<file path="src/common/anps_cfg.svh">
// Constants for the negotiation next-page and result status register bank
`ifndef ANPS_CFG_SVH
`define ANPS_CFG_SVH

// Register indices; byte address on the bus is four times the index
`define ANPS_IDX_TX_LOW        16'h0208
`define ANPS_IDX_TX_MID        16'h0209
`define ANPS_IDX_TX_HIGH       16'h020a
`define ANPS_IDX_PARTNER_LOW   16'h020b
`define ANPS_IDX_PARTNER_MID   16'h020c
`define ANPS_IDX_PARTNER_HIGH  16'h020d
`define ANPS_IDX_RESULT        16'h8001
`define ANPS_IDX_IRQ_STATUS    16'h8010
`define ANPS_IDX_IRQ_MASK      16'h8011

// Transmit low word fields
`define ANPS_TX_MORE_BIT       15
`define ANPS_TX_ACK_BIT        14
`define ANPS_TX_ENC_BIT        13
`define ANPS_TX_ACK2_BIT       12
`define ANPS_TX_TOGGLE_BIT     11
`define ANPS_TX_CODE_MSB       10

// Result status fields
`define ANPS_RES_PAGE_RX_BIT   8
`define ANPS_RES_INCOMPAT_BIT  7
`define ANPS_RES_MS_LSB        5
`define ANPS_RES_TECH_LSB      1
`define ANPS_RES_DONE_BIT      0

// Interrupt status and mask bits
`define ANPS_IRQ_PAGE_RX_BIT   0
`define ANPS_IRQ_DONE_BIT      1
`define ANPS_IRQ_INCOMPAT_BIT  2

// Reset values
`define ANPS_RST_TX_LOW        16'h2001
`define ANPS_RST_TX_MID        16'h0000
`define ANPS_RST_TX_HIGH       16'h0000
`define ANPS_RST_ZERO          16'h0000
`define ANPS_RST_IRQ_MASK      3'h0

// Codes of the transmit code field for a message page
`define ANPS_CODE_NULL         11'h001
`define ANPS_CODE_TAGGED       11'h005
`define ANPS_CODE_DEVICE_TAG   11'h006

`endif

</file>
<file path="src/common/anps_pkg.sv">
// Types shared by the negotiation next-page and result status register bank
package anps_pkg;

   // Outcome of master/slave resolution
   typedef enum logic [1:0] {
      ANPS_MS_NOT_RUN = 2'h0,
      ANPS_MS_FAULT   = 2'h1,
      ANPS_MS_SLAVE   = 2'h2,
      ANPS_MS_MASTER  = 2'h3
   } anps_ms_t;

   // Highest common technology codes; others are reserved
   typedef enum logic [3:0] {
      ANPS_TECH_NONE   = 4'h0,
      ANPS_TECH_T1L    = 4'h1
   } anps_tech_t;

   // Three words of one next page
   typedef struct packed {
      logic [15:0] high;
      logic [15:0] mid;
      logic [15:0] low;
   } anps_page_t;

   // Result of the arbitration machine as it is seen live
   typedef struct packed {
      logic        incompatible;
      logic [1:0]  ms_outcome;
      logic [3:0]  tech;
      logic        done;
   } anps_result_t;

   // Interrupt events, one bit each
   typedef struct packed {
      logic incompatible;
      logic done;
      logic page_rx;
   } anps_irq_t;

   // Whole state of the register bank
   typedef struct packed {
      anps_page_t   tx_page;
      logic         tx_loaded;
      logic [15:0]  partner_mid_held;
      logic [15:0]  partner_high_held;
      logic         page_rx_latched;
      anps_irq_t    irq_status;
      anps_irq_t    irq_mask;
      logic         irq;
      logic         done_seen;
      logic         incompat_seen;
      logic         ack;
      logic [15:0]  rdata;
   } anps_state_t;

endpackage

</file>
<file path="src/rtl/anps_regs.sv">
// Negotiation next-page and result status register bank on a classic Wishbone slave
// Notes on behaviour
// - Low transmit word bit 13 selects unformatted (0) or message (1); read/write, resets to 1.
// - Low transmit word bit 12 is read/write second acknowledge; resets to 0.
// - Low transmit word bit 11 toggle always reads 0; arbitration drives it.
// - Low transmit word bits 10:0 hold the code; resets to 1 (null message).
// - Power-up or negotiation reset restores transmit words; middle and high become zero.
// - Middle and high transmit words are 16-bit read/write at 0x0209 and 0x020a.
// - Reading partner low word at 0x020b captures partner middle and high words.
// - Reads at 0x020c and 0x020d return the copies captured by the last low read.
// - Partner low word is read-only, resets to zero, carries partner page fields.
// - Result bit 8 latches a received partner page request, cleared by reading.
// - Result bit 7 shows an incompatible link from priority resolution; read-only.
// - Result bits 6:5 give master/slave outcome: not run, fault, slave, master.
// - Result bits 4:1 give the common technology: 0 not run, 1 long-reach.
// - Result bit 0 shows negotiation transmission done and link coming or come up.
//
// The implementer's own choice: the Wishbone interface to the registers.
`timescale 1ns/1ps

`include "anps_cfg.svh"

module anps_regs
   import anps_pkg::*;
#(
   parameter int ADR_W = 18
)(
   input  wire logic              CLK_IN,
   input  wire logic              RESET_N_IN,
   // Classic Wishbone slave, 32-bit data, registers in the low 16 bits
   input  wire logic              WB_CYC_IN,
   input  wire logic              WB_STB_IN,
   input  wire logic              WB_WE_IN,
   input  wire logic [ADR_W-1:0]  WB_ADR_IN,
   input  wire logic [3:0]        WB_SEL_IN,
   input  wire logic [31:0]       WB_DAT_IN,
   output logic      [31:0]       WB_DAT_OUT,
   output logic                   WB_ACK_OUT,
   // Live partner page and result from the arbitration machine
   input  wire anps_page_t        PARTNER_PAGE_IN,
   input  wire logic              PARTNER_PAGE_RX_IN,
   input  wire anps_result_t      RESULT_IN,
   input  wire logic              NEG_RESET_IN,
   // Page handed to the arbitration machine
   output anps_page_t             TX_PAGE_OUT,
   output logic                   TX_PAGE_LOADED_OUT,
   output logic                   IRQ_OUT
);

   anps_state_t state;
   anps_state_t next_state;

   // Merges the two low byte lanes of a write into a 16-bit register
   function automatic logic [15:0] merge_lanes(input logic [15:0] old_val,
                                               input logic [31:0] wdata,
                                               input logic [3:0]  sel);
      logic [15:0] res;
      res = old_val;
      if (sel[0]) begin
         res[7:0] = wdata[7:0];
      end
      if (sel[1]) begin
         res[15:8] = wdata[15:8];
      end
      return res;
   endfunction

   // Compares the word index of the bus address with a register index
   function automatic logic hit(input logic [ADR_W-1:0] adr, input logic [15:0] idx);
      return (adr[ADR_W-1:2] == idx);
   endfunction

   // Builds the readable image of the low transmit word
   function automatic logic [15:0] tx_low_view(input logic [15:0] stored);
      logic [15:0] v;
      v                        = stored;
      v[`ANPS_TX_ACK_BIT]      = 1'b0;
      v[`ANPS_TX_TOGGLE_BIT]   = 1'b0;
      return v;
   endfunction

   logic        access;
   logic        wr;
   logic        rd;
   logic [15:0] result_word;
   logic [15:0] tx_low_wr;
   anps_irq_t   irq_events;
   anps_irq_t   irq_clear;

   // A request is served on the first edge it is seen; ack follows one cycle later
   assign access = WB_CYC_IN & WB_STB_IN & ~state.ack;
   assign wr     = access & WB_WE_IN;
   assign rd     = access & ~WB_WE_IN;

   // Live image of the result status register
   always_comb begin
      result_word                                               = `ANPS_RST_ZERO;
      result_word[`ANPS_RES_PAGE_RX_BIT]                        = state.page_rx_latched;
      result_word[`ANPS_RES_INCOMPAT_BIT]                       = RESULT_IN.incompatible;
      result_word[`ANPS_RES_MS_LSB+1:`ANPS_RES_MS_LSB]          = RESULT_IN.ms_outcome;
      result_word[`ANPS_RES_TECH_LSB+3:`ANPS_RES_TECH_LSB]      = RESULT_IN.tech;
      result_word[`ANPS_RES_DONE_BIT]                           = RESULT_IN.done;
   end

   // Interrupt events; done and incompatible count on their rising edges only
   always_comb begin
      irq_events.page_rx      = PARTNER_PAGE_RX_IN;
      irq_events.done         = RESULT_IN.done & ~state.done_seen;
      irq_events.incompatible = RESULT_IN.incompatible & ~state.incompat_seen;
   end

   // Write-one-to-clear of the interrupt status
   always_comb begin
      irq_clear = '0;
      if (wr && hit(WB_ADR_IN, `ANPS_IDX_IRQ_STATUS) && WB_SEL_IN[0]) begin
         irq_clear = WB_DAT_IN[2:0];
      end
   end

   // Low transmit word as a write would leave it; ack and toggle bits are not stored
   always_comb begin
      tx_low_wr                        = merge_lanes(state.tx_page.low, WB_DAT_IN, WB_SEL_IN);
      tx_low_wr[`ANPS_TX_ACK_BIT]      = 1'b0;
      tx_low_wr[`ANPS_TX_TOGGLE_BIT]   = 1'b0;
   end

   // Next state of the whole bank
   always_comb begin
      next_state           = state;
      next_state.ack       = access;
      next_state.tx_loaded = 1'b0;

      // Register writes
      if (wr) begin
         if (hit(WB_ADR_IN, `ANPS_IDX_TX_LOW)) begin
            next_state.tx_page.low = tx_low_wr;
            // Low word goes last, so its write marks the page as complete
            next_state.tx_loaded   = 1'b1;
         end
         if (hit(WB_ADR_IN, `ANPS_IDX_TX_MID)) begin
            next_state.tx_page.mid = merge_lanes(state.tx_page.mid, WB_DAT_IN, WB_SEL_IN);
         end
         if (hit(WB_ADR_IN, `ANPS_IDX_TX_HIGH)) begin
            next_state.tx_page.high = merge_lanes(state.tx_page.high, WB_DAT_IN, WB_SEL_IN);
         end
         if (hit(WB_ADR_IN, `ANPS_IDX_IRQ_MASK) && WB_SEL_IN[0]) begin
            next_state.irq_mask = WB_DAT_IN[2:0];
         end
      end

      // Read data; unmapped words read as zero
      if (rd) begin
         next_state.rdata = `ANPS_RST_ZERO;
         if (hit(WB_ADR_IN, `ANPS_IDX_TX_LOW)) begin
            next_state.rdata = tx_low_view(state.tx_page.low);
         end
         if (hit(WB_ADR_IN, `ANPS_IDX_TX_MID)) begin
            next_state.rdata = state.tx_page.mid;
         end
         if (hit(WB_ADR_IN, `ANPS_IDX_TX_HIGH)) begin
            next_state.rdata = state.tx_page.high;
         end
         if (hit(WB_ADR_IN, `ANPS_IDX_PARTNER_LOW)) begin
            next_state.rdata             = PARTNER_PAGE_IN.low;
            // Capture the upper words in the same edge so the three stay coherent
            next_state.partner_mid_held  = PARTNER_PAGE_IN.mid;
            next_state.partner_high_held = PARTNER_PAGE_IN.high;
         end
         if (hit(WB_ADR_IN, `ANPS_IDX_PARTNER_MID)) begin
            next_state.rdata = state.partner_mid_held;
         end
         if (hit(WB_ADR_IN, `ANPS_IDX_PARTNER_HIGH)) begin
            next_state.rdata = state.partner_high_held;
         end
         if (hit(WB_ADR_IN, `ANPS_IDX_RESULT)) begin
            next_state.rdata = result_word;
         end
         if (hit(WB_ADR_IN, `ANPS_IDX_IRQ_STATUS)) begin
            next_state.rdata = {13'h0, state.irq_status};
         end
         if (hit(WB_ADR_IN, `ANPS_IDX_IRQ_MASK)) begin
            next_state.rdata = {13'h0, state.irq_mask};
         end
      end

      // Latched page request: a read clears it, but an event in the same cycle wins
      if (rd && hit(WB_ADR_IN, `ANPS_IDX_RESULT)) begin
         next_state.page_rx_latched = PARTNER_PAGE_RX_IN;
      end else if (PARTNER_PAGE_RX_IN) begin
         next_state.page_rx_latched = 1'b1;
      end

      // Sticky interrupt status; set beats a simultaneous clear
      next_state.irq_status    = (state.irq_status & ~irq_clear) | irq_events;
      next_state.done_seen     = RESULT_IN.done;
      next_state.incompat_seen = RESULT_IN.incompatible;
      next_state.irq           = |(next_state.irq_status & next_state.irq_mask);

      // Negotiation reset restores the default null message page and drops held copies
      if (NEG_RESET_IN) begin
         next_state.tx_page.low       = `ANPS_RST_TX_LOW;
         next_state.tx_page.mid       = `ANPS_RST_TX_MID;
         next_state.tx_page.high      = `ANPS_RST_TX_HIGH;
         next_state.tx_loaded         = 1'b0;
         next_state.partner_mid_held  = `ANPS_RST_ZERO;
         next_state.partner_high_held = `ANPS_RST_ZERO;
         next_state.page_rx_latched   = 1'b0;
      end
   end

   // State register; power-up reset gives the documented defaults
   always_ff @(posedge CLK_IN or negedge RESET_N_IN) begin
      if (!RESET_N_IN) begin
         state                   <= '0;
         state.tx_page.low       <= `ANPS_RST_TX_LOW;
         state.tx_page.mid       <= `ANPS_RST_TX_MID;
         state.tx_page.high      <= `ANPS_RST_TX_HIGH;
         state.irq_mask          <= `ANPS_RST_IRQ_MASK;
      end else begin
         state <= next_state;
      end
   end

   // Outputs come straight from the state flops
   assign WB_DAT_OUT         = {16'h0000, state.rdata};
   assign WB_ACK_OUT         = state.ack;
   assign TX_PAGE_OUT        = state.tx_page;
   assign TX_PAGE_LOADED_OUT = state.tx_loaded;
   assign IRQ_OUT            = state.irq;

endmodule // anps_regs

</file>
<file path="config.mk">
export PLATFORM = sky130hd
export DESIGN_NAME = anps_regs
export DESIGN_NICKNAME = d
export VERILOG_FILES = /design/src/common/anps_pkg.sv /design/src/rtl/anps_regs.sv
export VERILOG_INCLUDE_DIRS = /design/src /design/src/common
export SDC_FILE = /design/constraint.sdc
export NUM_CORES = 1
export LEC_CHECK = 0
export ABC_AREA = 1
export ABC_CLOCK_PERIOD_IN_PS = 2800
export BUFFER_PORTS_ARGS = -buffer_cell sky130_fd_sc_hd__buf_2
export CAP_MARGIN = 25
export CORE_MARGIN = 2
export CORE_UTILIZATION = 30
export DETAILED_ROUTE_END_ITERATION = 10
export GPL_ROUTABILITY_DRIVEN = 0
export PLACE_DENSITY = 0.59
export SLEW_MARGIN = 5
export SYNTH_ARGS = -nofsm -noshare
export SYNTH_HDL_FRONTEND = slang
export SYNTH_SLANG_ARGS = --single-unit
</file>
<file path="constraint.sdc">
create_clock -name CLK_IN -period 2.8 [get_ports CLK_IN]
set_input_delay 0.56 -clock CLK_IN [delete_from_list [all_inputs] [get_ports CLK_IN]]
set_output_delay 0.56 -clock CLK_IN [all_outputs]
set_load 0.02 [all_outputs]
</file>
==> metrics <==
outcome finished, final reports clean; largest family of logic cells by synthesized area simple AND/OR/NAND/NOR gates; worst skew pair latency roughly 0.36 ns; power share of the clock group 0.395; Tmin final 2.123 ns; wire per inst between 15 and 20 um; die height around 150 um; Starting Density 0.3068; setup bufs post-CTS 0; IO Pins 200; Synth Area in XOR/XNOR 0; Yosys top cell area share 0.4178; Slew @ Worst Pin about 0.54 ns; post-synthesis compound-gate area fraction 0.1364; largest area contributor in the netlist dfrtp_1; Sw Ratio 0.2755; Post-synth EDFFs 0; mapped cell area approximately 6200 um^2; initial detailed-routing violation count 320; Inserted Clock Buffers 9; Avg Cell Area, Syn approximately 7.6 um^2; asr flop ratio synth 1.000; cell mode on critical path nand2_1; drt pass-1 iters 5; initial antenna violation count 1; DRC viols 0; vias in the first global route 5181; Final nets ~1000; Yosys cell types 40; Die Area approximately 22000 um^2; via count of the routed design 5378; routed vias/inst 4.516; Synth Register Bits between 100 and 150; synth top area cells dfrtp_1 42%, nand2_1 11%, buf_4 10%; Clock Skew around 0.012 ns; HP Class in2async; final hold violations 0; root buf cell clkbuf_16; TritonCTS clock tree done; Slew Limit Fails 0; clock sink count roughly 110; layout cells sized above 1 0.2573; CTS H-tree lvls 3; Die Wd ~150 um; CTS Hold Bufs 0; Worst path top cell family by delay simple AND/OR/NAND/NOR gates; leak pwr 3.632 nW; # Max-Cap Violations 0; core area ~20000 um^2; adder-cell share of the synthesized area 0; Tcrit/Tclk final 0.7581; PortBufs about 160; P_int 2.425 mW; largest net degree at the start of global routing 65; Synth Instances 817; Max Clk Rate 471.1 MHz; Post-Synth Simple-Gate Area 0.2380; gr usage total 0.1707; Clock Pin Slew Worst Setup and Hold Paths ~0.08 ns; Yosys Warn Count 0; Critical Path Source Type input pin; Clock Path Buffers 2; relative slew slack 0.6402; CP peak stage delay between 0.3 and 0.4 ns; list of most frequent post-synthesis cells 180 x nand2_1, 116 x inv_1, 104 x dfrtp_1; Crit. End Element flop; slowest library cell on the worst path nor2_4; post-DP HPWL around 14000 um; Setup violations, final 0; antenna-violating nets left 0; Pwr per Cell Area between 400 and 500 nW/um^2; grt ovf 0; post-CTS sizing 0; Psw between 0.9 and 1 mW; count leader, synth nand2_1; Final TNS setup 0 ns; sequential-to-total area share from yosys stat 0.4263; Seq pwr share 0.487; # diodes 0; CP Max Fanout 16; worst hold slack 0.1450 ns; Buf/Inv on CP 2; Peak supply drop between 200 and 300 uV; Critical Path RT roughly 3.1 ns; num rows 52; WL final between 15000 and 20000 um; first-pass GRT wire length ~28000 um; Syn-to-layout area delta 14.40%; mux share of post-synthesis cell area 0.003616; CP cell instances buf_2 -> nor2_1 -> nand2_1 -> nor2_4 -> nand2_1 -> nor2_1 -> buf_4 -> a21oi_1 -> nand2_1 -> nand4_1 -> nand2_1 -> nand2_1; Most used DFF post-synth dfrtp_1; Combinational Power Share 0.118; Arrival @ worst endpoint roughly 2.4 ns; Crit Path Category in2reg; RSZ-0062 raised after global routing no
==> cell usage in the layout (no fill, tap or decap), types with 4 or more instances in the layout <==
cell / n
buf_2: 160
or2_2: 5
o21a_1: 5
inv_2: 8
nor2_1: 48
conb_1: 18
inv_1: 116
nand3_1: 59
clkbuf_16: 9
nand4_1: 12
nand3b_1: 4
nand2_1: 180
nor2_2: 7
dfrtp_1: 104
o211ai_1: 4
o22ai_1: 4
a21oi_1: 20
nor2_4: 6
o21ai_1: 6
o21ai_0: 91
buf_4: 13
==> registers in the layout (all words and copies together), names as in the netlist <==
name	count
TX_PAGE_OUT	46
TX_PAGE_LOADED_OUT	1
state	40
result_word	1
IRQ_OUT	1
WB_DAT_OUT	16
WB_ACK_OUT	1
==> power by group through the flow <==
stage	combinational [mW]	sequential, mW	clock [mW]
final	0.396	1.63	1.32
after global routing	0.445	1.64	1.43
after CTS	0.403	1.63	1.36
after detailed placement	0.402	1.66	0
after global placement	0.398	1.66	0
after floorplan	0.269	1.65	0
==> path summary, 6_finish.rpt <==
check                         startpoint             end  slack [ns]  cells after the start
hold / removal                RESET_N_IN   WB_DAT_OUT[2]        0.14                      1
max in group asynchronous     RESET_N_IN       state[53]        1.86                      2
setup reg to reg              WB_ACK_OUT  WB_DAT_OUT[15]        0.78                      9
setup / recovery           WB_ADR_IN[15]   WB_DAT_OUT[9]        0.68                     12
min in group CLK_IN         RESULT_IN[7]       state[17]        0.32                      1
hold reg to reg                state[18]       state[24]        0.47                      1
==> metal layers <==
layer  global-route usage  wire, um
met5                    0         7
met4              0.06000       382
met2               0.2683      8515
met3              0.02975      1070
met1               0.2376      8511
==> per-stage QoR <==
stage	setup WS [ns]	instances	instance area, um^2	util	power [mW]
after global routing	0.4904	1191	7126	0.3510	3.513
after CTS	0.6788	1191	7126	0.3510	3.399
after detailed placement	0.3046	1175	6823	0.3361	2.063
after global placement	0.3152	1175	6823	0.3361	2.059
final	0.6773	1191	7126	0.3510	3.348
after floorplan	0.8747	834	6292	-	1.920
==> layout make-up <==
cell class / instances / area, um^2
multi-input cells: 499 / 2422
repair buffers: 175 / 938.4
fillers: 2239 / 13170
clock buffers: 9 / 225.2
well taps: 270 / 337.8
clock inverters: 7 / 77.57
inverters: 125 / 469.2
flip-flops and latches: 106 / 2655
==> cell families (layout without fill, tap and decap cells) <==
group	count (synthesis)	after routing
buffers and inverters	229	316
AOI/OAI and AO/OA	148	148
other	1	18
and+or+nand+nor	331	331
DFF	106	106
muxes	2	2
Note: power is estimated with default switching activity, not from simulation.
